<file path="src/shared/ufimc_pkg.sv">
package ufimc_pkg;
	// register byte addresses on the wishbone bus
	localparam logic [15:0] UFIMC_ADDR_CTL = 16'hFFFC;
	localparam logic [15:0] UFIMC_ADDR_MSK = 16'hFFFD;
	localparam logic [15:0] UFIMC_ADDR_STA = 16'hFFFE;
	// control register fields
	localparam int UFIMC_CTL_DIR = 0;
	localparam int UFIMC_CTL_SIR = 1;
	localparam int UFIMC_CTL_RSV3 = 3;
	localparam int UFIMC_CTL_FRST = 4;
	localparam int UFIMC_CTL_REMOTE_WAKE_PULSE_REQUEST = 5;
	localparam int UFIMC_CTL_INFRARED_MODE_SELECT = 6;
	localparam int UFIMC_CTL_UPSTREAM_PULLUP_ATTACH = 7;
	localparam logic [7:0] UFIMC_CTL_RST = 8'h10;
	// event / mask field positions
	localparam int UFIMC_EV_SETUP_OVERWRITE_EVENT = 0;
	localparam int UFIMC_EV_WAKE = 1;
	localparam int UFIMC_EV_SETUP = 2;
	localparam int UFIMC_EV_RING = 3;
	localparam int UFIMC_EV_RESUME = 5;
	localparam int UFIMC_EV_SUSPEND = 6;
	localparam int UFIMC_EV_PRST = 7;
	localparam logic [7:0] UFIMC_EV_IMPL = 8'hEF;
	localparam logic [7:0] UFIMC_MSK_RST = 8'h00;
	localparam logic [7:0] UFIMC_STA_RST = 8'h00;
	// remote wakeup pulse length in cycles
	localparam int UFIMC_WAKE_CYC = 1;

	typedef struct packed {
		logic cyc;
		logic stb;
		logic we;
		logic [15:0] adr;
		logic [3:0] sel;
		logic [31:0] dat;
	} ufimc_wb_req_s;

	typedef struct packed {
		logic ack;
		logic [31:0] dat;
	} ufimc_wb_rsp_s;

	typedef struct packed {
		logic data_in_dir;
		logic setup_service_active;
		logic infrared_mode_select;
		logic upstream_pullup_attach;
	} ufimc_ctl_out_s;
endpackage

</file>
<file path="src/core/ufimc_sync.sv">
`timescale 1ns/1ps
module ufimc_sync #(
	parameter int W = 8
) (
	input wire logic clk, // clock
	input wire logic nrst, // sync reset, active low
	input wire logic [W-1:0] d, // asynchronous inputs
	output logic [W-1:0] q // synchronised
);
	logic [W-1:0] meta_ff;
	logic [W-1:0] q_ff;

	always_ff @(posedge clk)
	begin
		if (!nrst)
		begin
			meta_ff <= '0;
			q_ff <= '0;
		end
		else
		begin
			meta_ff <= d;
			q_ff <= meta_ff;
		end
	end

	assign q = q_ff;
endmodule

</file>
<file path="src/core/ufimc_evt.sv">
`timescale 1ns/1ps
module ufimc_evt
	import ufimc_pkg::*;
(
	input wire logic clk, // clock
	input wire logic nrst, // sync reset, active low
	input wire logic [7:0] evt, // synchronised event levels
	input wire logic [7:0] clr, // write-one-to-clear strobes
	output logic [7:0] flags // sticky flags
);
	logic [7:0] prev_ff;
	logic [7:0] flags_ff;
	logic [7:0] nxt_prev;
	logic [7:0] nxt_flags;

	// ****************************************
	// rising-edge capture, set wins over clear
	// ****************************************
	always_comb
	begin
		nxt_prev = evt;
		nxt_flags = ((flags_ff & ~clr) | (evt & ~prev_ff)) & UFIMC_EV_IMPL;
	end

	always_ff @(posedge clk)
	begin
		if (!nrst)
		begin
			prev_ff <= '0;
			flags_ff <= UFIMC_STA_RST;
		end
		else
		begin
			prev_ff <= nxt_prev;
			flags_ff <= nxt_flags;
		end
	end

	assign flags = flags_ff;
endmodule

</file>
<file path="src/core/ufimc_top.sv">
// Added by the designer: the Wishbone register port.
`timescale 1ns/1ps
// How it works
// - mask bit 0 enables the setup-overwrite interrupt
// - mask bit 1 enables the wakeup-pin request interrupt
// - mask bit 2 enables the setup-received interrupt
// - mask bit 3 enables the ring-indicate interrupt
// - mask bit 5 enables the function-resume interrupt
// - mask bit 6 enables the function-suspend interrupt
// - mask bit 7 enables port-reset interrupt and survives function reset
// - control register reset by power-up reset only, not bus reset
// - bit 4 resets to 1 and routes function reset to cpu reset
// - writing 1 to bit 5 emits one wake pulse, then clears
// - bit 6 picks infrared coding over plain uart
// - bit 7 enables the upstream pull-up
// - hardware sets event flags, firmware clears by writing one
// - setup flag high forces NAK on endpoint zero
module ufimc_top
	import ufimc_pkg::*;
(
	input wire logic clk, // 40 MHz clock
	input wire logic nrst, // power-up reset, sync, active low
	input wire logic func_rst, // usb function reset, same clock
	input wire logic wb_cyc_i, // wishbone cycle
	input wire logic wb_stb_i, // wishbone strobe
	input wire logic wb_we_i, // wishbone write
	input wire logic [15:0] wb_adr_i, // byte address
	input wire logic [3:0] wb_sel_i, // byte selects
	input wire logic [31:0] wb_dat_i, // write data
	output logic wb_ack_o, // acknowledge
	output logic [31:0] wb_dat_o, // read data
	input wire logic setup_overwrite_event, // overwrite level, async
	input wire logic wake_pin_event, // wake pin level, async
	input wire logic setup_rx_event, // setup received level, async
	input wire logic serial_incoming_call_event, // ring level, async
	input wire logic function_resume_event, // resume level, async
	input wire logic function_suspend_event, // suspend level, async
	input wire logic host_port_reset_event, // port reset level, async
	output logic irq, // function interrupt, level
	output logic ep0_force_nak, // NAK endpoint zero in and out
	output logic cpu_rst, // reset to microcontroller, active high
	output logic remote_wake_pulse, // one-cycle wake pulse upstream
	output ufimc_ctl_out_s ctl_o // control levels
);
	import ufimc_pkg::*;

	// ****************************************
	// event inputs
	// ****************************************
	logic [7:0] evt_raw;
	logic [7:0] evt_sync;
	logic [7:0] wr_clr;
	logic [7:0] flags;

	always_comb
	begin
		evt_raw = '0;
		evt_raw[UFIMC_EV_SETUP_OVERWRITE_EVENT] = setup_overwrite_event;
		evt_raw[UFIMC_EV_WAKE] = wake_pin_event;
		evt_raw[UFIMC_EV_SETUP] = setup_rx_event;
		evt_raw[UFIMC_EV_RING] = serial_incoming_call_event;
		evt_raw[UFIMC_EV_RESUME] = function_resume_event;
		evt_raw[UFIMC_EV_SUSPEND] = function_suspend_event;
		evt_raw[UFIMC_EV_PRST] = host_port_reset_event;
	end

	ufimc_sync #(.W(8)) u_sync (
		.clk(clk),
		.nrst(nrst),
		.d(evt_raw),
		.q(evt_sync)
	);

	ufimc_evt u_evt (
		.clk(clk),
		.nrst(nrst),
		.evt(evt_sync),
		.clr(wr_clr),
		.flags(flags)
	);

	// ****************************************
	// wishbone decode
	// ****************************************
	logic req;
	logic wr_lane0;
	logic ack_ff;
	logic nxt_ack;
	logic [31:0] rdat_ff;
	logic [31:0] nxt_rdat;
	logic hit_ctl;
	logic hit_msk;
	logic hit_sta;

	function automatic logic is_addr(input logic [15:0] a,
		input logic [15:0] r);
		// registers are byte wide and share one word; match the byte
		is_addr = (a == r);
	endfunction

	assign req = wb_cyc_i && wb_stb_i && !ack_ff;
	assign hit_ctl = is_addr(wb_adr_i, UFIMC_ADDR_CTL);
	assign hit_msk = is_addr(wb_adr_i, UFIMC_ADDR_MSK);
	assign hit_sta = is_addr(wb_adr_i, UFIMC_ADDR_STA);
	assign wr_lane0 = req && wb_we_i && wb_sel_i[0];
	assign wr_clr = (wr_lane0 && hit_sta) ? wb_dat_i[7:0] : 8'h00;

	// ****************************************
	// registers
	// ****************************************
	logic [7:0] ctl_ff;
	logic [7:0] nxt_ctl;
	logic [7:0] msk_ff;
	logic [7:0] nxt_msk;
	logic wake_ff;
	logic nxt_wake;

	function automatic logic [31:0] rd_word(input logic [7:0] b);
		// byte registers sit in the low lane, upper lanes read zero
		rd_word = {24'h000000, b};
	endfunction

	// ****************************************
	// bus answer
	// ****************************************
	// ack_ff also blocks a second take of the held request
	always_comb
	begin
		nxt_ack = req;
	end

	always_ff @(posedge clk)
	begin
		if (!nrst)
		begin
			ack_ff <= 1'b0;
		end
		else
		begin
			ack_ff <= nxt_ack;
		end
	end

	always_comb
	begin
		nxt_rdat = 32'h0000_0000;
		if (req && !wb_we_i)
		begin
			if (hit_ctl)
				nxt_rdat = rd_word(ctl_ff);
			else if (hit_msk)
				nxt_rdat = rd_word(msk_ff);
			else if (hit_sta)
				nxt_rdat = rd_word(flags);
		end
	end

	always_ff @(posedge clk)
	begin
		if (!nrst)
		begin
			rdat_ff <= 32'h0000_0000;
		end
		else
		begin
			rdat_ff <= nxt_rdat;
		end
	end

	// ****************************************
	// control register
	// ****************************************
	always_comb
	begin
		nxt_ctl = ctl_ff;
		if (wr_lane0 && hit_ctl)
		begin
			nxt_ctl = wb_dat_i[7:0];
			nxt_ctl[UFIMC_CTL_RSV3] = 1'b0;
			nxt_ctl[2] = 1'b0;
			// wake bit is self-clearing: pulse only, never stored
			nxt_ctl[UFIMC_CTL_REMOTE_WAKE_PULSE_REQUEST] = 1'b0;
		end
	end

	// control register ignores func_rst by design
	always_ff @(posedge clk)
	begin
		if (!nrst)
		begin
			ctl_ff <= UFIMC_CTL_RST;
		end
		else
		begin
			ctl_ff <= nxt_ctl;
		end
	end

	// ****************************************
	// wake pulse
	// ****************************************
	always_comb
	begin
		nxt_wake = 1'b0;
		if (wr_lane0 && hit_ctl)
			nxt_wake = wb_dat_i[UFIMC_CTL_REMOTE_WAKE_PULSE_REQUEST];
	end

	always_ff @(posedge clk)
	begin
		if (!nrst)
		begin
			wake_ff <= 1'b0;
		end
		else
		begin
			wake_ff <= nxt_wake;
		end
	end

	// ****************************************
	// mask register
	// ****************************************
	always_comb
	begin
		nxt_msk = msk_ff;
		if (wr_lane0 && hit_msk)
			nxt_msk = wb_dat_i[7:0] & UFIMC_EV_IMPL;
		if (func_rst)
		begin
			// only the port-reset enable outlives function reset
			nxt_msk = UFIMC_MSK_RST;
			nxt_msk[UFIMC_EV_PRST] = msk_ff[UFIMC_EV_PRST];
		end
	end

	always_ff @(posedge clk)
	begin
		if (!nrst)
		begin
			msk_ff <= UFIMC_MSK_RST;
		end
		else
		begin
			msk_ff <= nxt_msk;
		end
	end

	// ****************************************
	// outputs
	// ****************************************
	logic irq_ff;
	logic nxt_irq;
	logic nak_ff;
	logic nxt_nak;
	logic cpu_rst_ff;
	logic nxt_cpu_rst;
	ufimc_ctl_out_s ctlo_ff;
	ufimc_ctl_out_s nxt_ctlo;

	// registered, so irq never glitches while flags and mask settle
	always_comb
	begin
		nxt_irq = |(flags & msk_ff & UFIMC_EV_IMPL);
	end

	always_ff @(posedge clk)
	begin
		if (!nrst)
		begin
			irq_ff <= 1'b0;
		end
		else
		begin
			irq_ff <= nxt_irq;
		end
	end

	always_comb
	begin
		nxt_nak = flags[UFIMC_EV_SETUP];
	end

	always_ff @(posedge clk)
	begin
		if (!nrst)
		begin
			nak_ff <= 1'b0;
		end
		else
		begin
			nak_ff <= nxt_nak;
		end
	end

	// one cycle late; a function reset lasts far longer than that
	always_comb
	begin
		nxt_cpu_rst = func_rst && ctl_ff[UFIMC_CTL_FRST];
	end

	always_ff @(posedge clk)
	begin
		if (!nrst)
		begin
			cpu_rst_ff <= 1'b0;
		end
		else
		begin
			cpu_rst_ff <= nxt_cpu_rst;
		end
	end

	always_comb
	begin
		nxt_ctlo.data_in_dir = ctl_ff[UFIMC_CTL_DIR];
		nxt_ctlo.setup_service_active = ctl_ff[UFIMC_CTL_SIR];
		nxt_ctlo.infrared_mode_select = ctl_ff[UFIMC_CTL_INFRARED_MODE_SELECT];
		nxt_ctlo.upstream_pullup_attach = ctl_ff[UFIMC_CTL_UPSTREAM_PULLUP_ATTACH];
	end

	always_ff @(posedge clk)
	begin
		if (!nrst)
		begin
			ctlo_ff <= '0;
		end
		else
		begin
			ctlo_ff <= nxt_ctlo;
		end
	end

	assign wb_ack_o = ack_ff;
	assign wb_dat_o = rdat_ff;
	assign irq = irq_ff;
	assign ep0_force_nak = nak_ff;
	assign cpu_rst = cpu_rst_ff;
	assign remote_wake_pulse = wake_ff;
	assign ctl_o = ctlo_ff;
endmodule

</file>
<file path="config.mk">
export PLATFORM = sky130hd
export DESIGN_NAME = ufimc_top
export DESIGN_NICKNAME = d
export VERILOG_FILES = /design/src/shared/ufimc_pkg.sv /design/src/core/ufimc_sync.sv /design/src/core/ufimc_evt.sv /design/src/core/ufimc_top.sv
export SDC_FILE = /design/constraint.sdc
export NUM_CORES = 1
export LEC_CHECK = 0
export BUFFER_PORTS_ARGS = -buffer_cell sky130_fd_sc_hd__buf_2
export CAP_MARGIN = 0
export CORE_AREA = 8 8 84 86
export DETAILED_ROUTE_END_ITERATION = 8
export DIE_AREA = 0 0 92 94
export GPL_TIMING_DRIVEN = 0
export PLACE_DENSITY = 0.7
export SYNTH_ARGS = -nofsm -noshare
export SYNTH_HDL_FRONTEND = slang
export SYNTH_SLANG_ARGS = --single-unit
</file>
<file path="constraint.sdc">
create_clock -name clk -period 2.6 [get_ports clk]
set_input_delay 0.26 -clock clk [delete_from_list [all_inputs] [get_ports clk]]
set_output_delay 0.26 -clock clk [all_outputs]
set_load 0.03 [all_outputs]
</file>
==> results of run 1 <==
[sequential cells by signal (all words and copies together), names as in the netlist, 4 cells and up]
signal and count:
u_sync.meta_ff 7, msk_ff 7, u_evt.flags 7, wb_dat_o 8, ctl_ff 5, u_evt.prev_ff 7
u_sync.q 7, ctl_o 4
[worst max-delay path, stage by stage, from the launching register on]
cell	delay (ps)
dfxtp_1	310
and3b_1	220
and4_1	190
clkbuf_1	320
buf_2	290
nand3_1	100
a32o_1	280
[final timing paths]
kind / from / endpoint / slack (ps) / cells past startpoint
max: wb_ack_o / u_evt.flags[6] / 790 / 6
min: setup_overwrite_event / u_sync.meta_ff[0] / 140 / 2
max reg2reg: wb_ack_o / u_evt.flags[6] / 790 / 6
min reg2reg: u_sync.meta_ff[3] / u_sync.q[3] / 430 / 1
[logic make-up after synthesis]
kind of cell    synth area share, %
compound gates                13.69
buf+inv                       13.36
flops                         50.33
mux                          0.4415
other cells                  0.1654
simple gates                  22.02
[layout by cell type (no fill, tap or decap), types with 2 or more instances in the layout]
master,count
a211oi_1,3
a21boi_0,6
a21o_1,3
a221oi_1,4
a22oi_1,2
a32o_1,6
and2_1,24
and3_1,3
and4_1,2
buf_2,58
buf_4,24
clkbuf_1,8
clkbuf_8,12
conb_1,24
dfxtp_1,57
inv_1,16
inv_2,2
nand2_1,6
nand3_1,25
nand4_1,2
nand4b_1,2
nor2_1,5
nor3_1,3
nor4_4,2
o211ai_1,5
o21ai_0,7
or4_1,2
[cell usage after synthesis, drive strengths merged, types with 2 or more instances]
| cell type | n | area [um2] |
|---|---|---|
| a21o | 3 | 22.52 |
| o211ai | 5 | 37.54 |
| nand4 | 3 | 25.02 |
| nor3 | 4 | 25.02 |
| nand3 | 25 | 125.1 |
| a32o | 6 | 60.06 |
| nand4b | 2 | 17.52 |
| inv | 18 | 67.57 |
| o21ai | 7 | 35.03 |
| nor4 | 2 | 42.54 |
| buf | 29 | 203.9 |
| a21boi | 6 | 45.04 |
| a221oi | 4 | 35.03 |
| nor2 | 5 | 18.77 |
| clkbuf | 8 | 31.28 |
| a22oi | 2 | 15.01 |
| and2 | 25 | 156.4 |
| a211oi | 3 | 22.52 |
| dfxtp | 57 | 1141 |
| and3 | 3 | 18.77 |
| and4 | 2 | 17.52 |
| nand2 | 6 | 22.52 |
| or4 | 2 | 15.01 |
[metal layers]
layer  global-route usage (%)  routed length (um)
met1                    10.90                1931
met2                    20.14                2441
met3                    6.075                 521
met4                    8.859                  86
met5                        0                   0
[cell type report]
type                    instances  area (um2)  area share, %
plain buffers                  37       235.2          8.114
repair buffers                 54       270.3          9.322
well taps                      75       93.84          3.237
clock buffers                  13       168.9          5.827
inverters                      18       67.56          2.331
multi-input cells             147       909.6          31.38
clock inverters                 2       12.51         0.4316
flip-flops and latches         57        1141          39.36
[through the flow]
stage	power [mW]	utilization, %	std cells	worst slack (ps)	hold WS [ps]
floorplan	1.034	-	259	915.7	373.8
global placement	1.079	47.30	388	805.9	415.6
detailed placement	1.082	47.30	388	755.1	416.9
CTS	1.810	50.46	403	795.5	124.8
global route	1.864	50.46	403	658.7	120.0
finish	1.791	50.46	403	786.0	139.7
[power breakdown]
part | switching [mW] | internal, mW
logic | 0.0955 | 0.0648
clock network | 0.310 | 0.417
registers | 0.00917 | 0.895
total | 0.415 | 1.38
==> flow_summary.toml, run 1 <==
[global_route]
antenna_found_initial = 0
grt_use_total_pct = 11.93
grt_first_pass_wirelength_um = 8169
overflow = 0
grt_max_degree = 11
grt_pass1_vias = 1841

[pwr]
max-vdd-ir-drop_v = 0.0002714
powerDensity_mw_per_mm2 = 617.9
p_leak_nw = 1.311

[final_layout]
final_cell_area_mm2 = 0.002899
nets = 389
n_fill_cell = 567
drive_gt1_share_pct = 31.71
diodes = 0
synthToLayoutAreaGrowth_pct = 27.87

[sta]
fin_crit_ps = 1814
skew_ps = 6.883
hold_viol_final = 0
worst_pin_slew_ps = 577.7
min_period_over_period_pct = 69.77
rsz0062_at_grt = "no"
fmax_ghz = 0.5513
relSlewSlack_pct = 61.20
finalSetupViolCount = 0
setup_tns_ps = 0
drv_slew = 0

[route]
wl_per_cell_um = 12.36
routed_via_density = 4.551
drtPass1Iterations = 4
drc = 0
ant_nets = 0
drt_iter0_markers = 65
num_vias = 1834
finalWirelength_um = 4981

[clock_tree]
clk_latency_ps = 320
cts.repair.resized = 0
ctsHoldBuffers = 0
cts_buffers = 9
cts_sinks = 57
cts_tree = "done"
cts-root-buf = "clkbuf_8"
cts.htree.levels = 3
clk_pin_slew_ps = 60
post-cts-setup-buffer-count = 0
cts.path.max_buffers = 2

[placed_design]
port_buffers = 54
place_area_mm2 = 0.002718
gp_congestion = 0.9129
hpwl_um = 3967

[logic_synthesis]
synth_area_mm2 = 0.002267
synthArstFlopShare_pct = 0
synth_seq_cells = 57
syn_inst = 236
synth_edf_count = 0
ys.flop_type = "dfxtp_1"
synth_cell_types = 39
yosysSeqAreaShare_pct = 50.33
ys_warn_count = 0
syn_avg_cell_area_um2 = 9.607

[floorplanning]
chipHeight_um = 94
die_w_um = 92
die_area_mm2 = 0.008648
rows = 28
core_area_mm2 = 0.005746
initial_core_util_pct = 39.46
ios = 106

[min_path]
hold_class = "in2reg"

[status]
outcome = "complete, no violations"

[job]
cap_viol_max_count = 0

[worst_setup_path]
critical_path_class = "reg2reg"
path_max_fanout = 10
cp-end-kind = "register"
critPathArrivalTime_ps = 2030
setup.worst_path.start_class = "register"
critPathRequiredTime_ps = 2820
No activity file was read; power rests on OpenSTA's default activity.
==> run 2: changes to the inputs <==
- clock period: 2.6 -> 1.7 ns (I/O delays scaled with it)
==> run 2 against run 1 <==
- global-route usage hardly changed
- combinational power up 53%
- worst hold slack worse by 94 ps
- fmax up 14%
- register-to-register slack lost 680 ps
- critical endpoint unchanged
- largest cell class unchanged
==> flow_summary.toml, run 2 (synthesized netlist as in run 1, its figures left out) <==
[status]
outcome = "complete, no violations"

[sta]
relSlewSlack_pct = 61.46
rsz0062_at_grt = "no"
skew_ps = 8.410
drv_slew = 0
finalSetupViolCount = 0
hold_viol_final = 0
fin_crit_ps = 1596
min_period_over_period_pct = 93.87
fmax_ghz = 0.6267
worst_pin_slew_ps = 573.8

[pwr]
switching_share_pct = 23.29
p_leak_nw = 1.309
finalPower_mw = 2.744
max-vdd-ir-drop_v = 0.0004211
powerDensity_mw_per_mm2 = 946.6
combPwrFrac_pct = 8.9
clock_power_share_pct = 40.7
p_sw_mw = 0.6392
internal_power_mw = 2.105
p_seq_share_pct = 50.4

[worst_setup_path]
critPathRequiredTime_ps = 1920
path_max_fanout = 10
setup.worst_path.start_class = "register"
r2r-start = "wb_ack_o"
critical_path_class = "reg2reg"
crit_path_start = "wb_ack_o"
cpPeakStageDelay_ps = 350
cp_slowest_cell = "and4_2"
worst_r2r_path_depth = 5
critPathArrivalTime_ps = 1820
cp-end-kind = "register"
path_cells = "and3b_1, and4_2, clkbuf_4, nand3_1, a32o_1"

[min_path]
holdPathStages = 2
worstHoldStart = "setup_overwrite_event"
hold_class = "in2reg"

[final_layout]
drive_gt1_share_pct = 32.11
mostFrequentLayoutCells = "buf_2 (57), dfxtp_1 (57), nand3_1 (25)"
n_fill_cell = 570
regArea_mm2 = 0.001141
diodes = 0
largest_reg_flops = 8
multi_input_area_um2 = 910.9
nets = 388
instances_no_fill = 402
synthToLayoutAreaGrowth_pct = 27.87

[floorplanning]
die_area_mm2 = 0.008648
core_area_mm2 = 0.005746
die_w_um = 92
initial_core_util_pct = 39.46
rows = 28
chipHeight_um = 94
ios = 106

[route]
drc = 0
finalWirelength_um = 4953
routed_via_density = 4.552
drt_iter0_markers = 87
drtPass1Iterations = 5
ant_nets = 0
num_vias = 1830
wl_per_cell_um = 12.32

[clock_tree]
clk_latency_ps = 330
clk_pin_slew_ps = 60
cts-root-buf = "clkbuf_8"
cts_buffers = 9
cts.path.max_buffers = 2
cts_sinks = 57
cts_tree = "done"
cts.htree.levels = 3
ctsHoldBuffers = 0

[global_route]
grt_use_total_pct = 11.95
grt_pass1_vias = 1839
grt_max_degree = 11
overflow = 0
grt_first_pass_wirelength_um = 8176
antenna_found_initial = 0

[placed_design]
hpwl_um = 3967
place_inst = 388
gp_congestion = 0.9129
port_buffers = 54

[job]
cap_viol_max_count = 0
==> run 2: through the flow <==
step	TNS (ps)	utilization, %	setup slack, ps	hold WS, ps	instance area (um2)
detailed placement	-123.1	47.30	-94.52	379.6	2718
global route	0	50.46	10.49	29.99	2899
CTS	0	50.39	13.67	34.84	2895
finish	0	50.46	104.3	45.99	2899
floorplan	0	-	15.72	283.8	2354
global placement	-54.74	47.30	-54.74	379.4	2718
==> run 2: path summary, 6_finish.rpt <==
path / to / slack, ps
max: u_evt.flags[6] / 100
max reg2reg: u_evt.flags[6] / 100
min reg2reg: u_sync.q[3] / 430
min: u_sync.meta_ff[0] / 50
==> run 2: layer usage <==
layer  track usage, %  vias up  wire [um]  share of wire, %
met5                0        -          0                 0
li1                 -      943          -                 -
met4            8.993        0        115               2.3
met3            6.075       11        530                11
met1            10.95      796       1916                39
met2            20.08       80       2390                48
==> run 2: final cells by class <==
class | count | area share [%]
Buffer | 36 | 8.071
Timing Repair Buffer | 54 | 9.322
Inverter | 18 | 2.331
Clock inverter | 2 | 0.4316
Sequential cell | 57 | 39.36
Tap cell | 75 | 3.237
Multi-Input combinational cell | 147 | 31.42
Clock buffer | 13 | 5.827
==> run 2: power by group through the flow <==
stage	clock (mW)	sequential, mW	combinational (mW)
detailed placement	0	1.41	0.243
finish	1.12	1.38	0.245
floorplan	0	1.41	0.169
global placement	0	1.41	0.239
CTS	1.14	1.38	0.243
global route	1.20	1.39	0.266
==> run 2: critical path: cells and delay by family, from the launching register on <==
family                 cells  cell delay (ps)
AO/OA/AOI/OAI              1              280
flip-flops                 1              310
AND/OR/NAND/NOR            3              660
buffers and inverters      1              240
==> run 2: repair_timing <==
item	CTS	global route
setup buffers	0	0
resized for setup	0	2
setup endpoints to repair	2	2
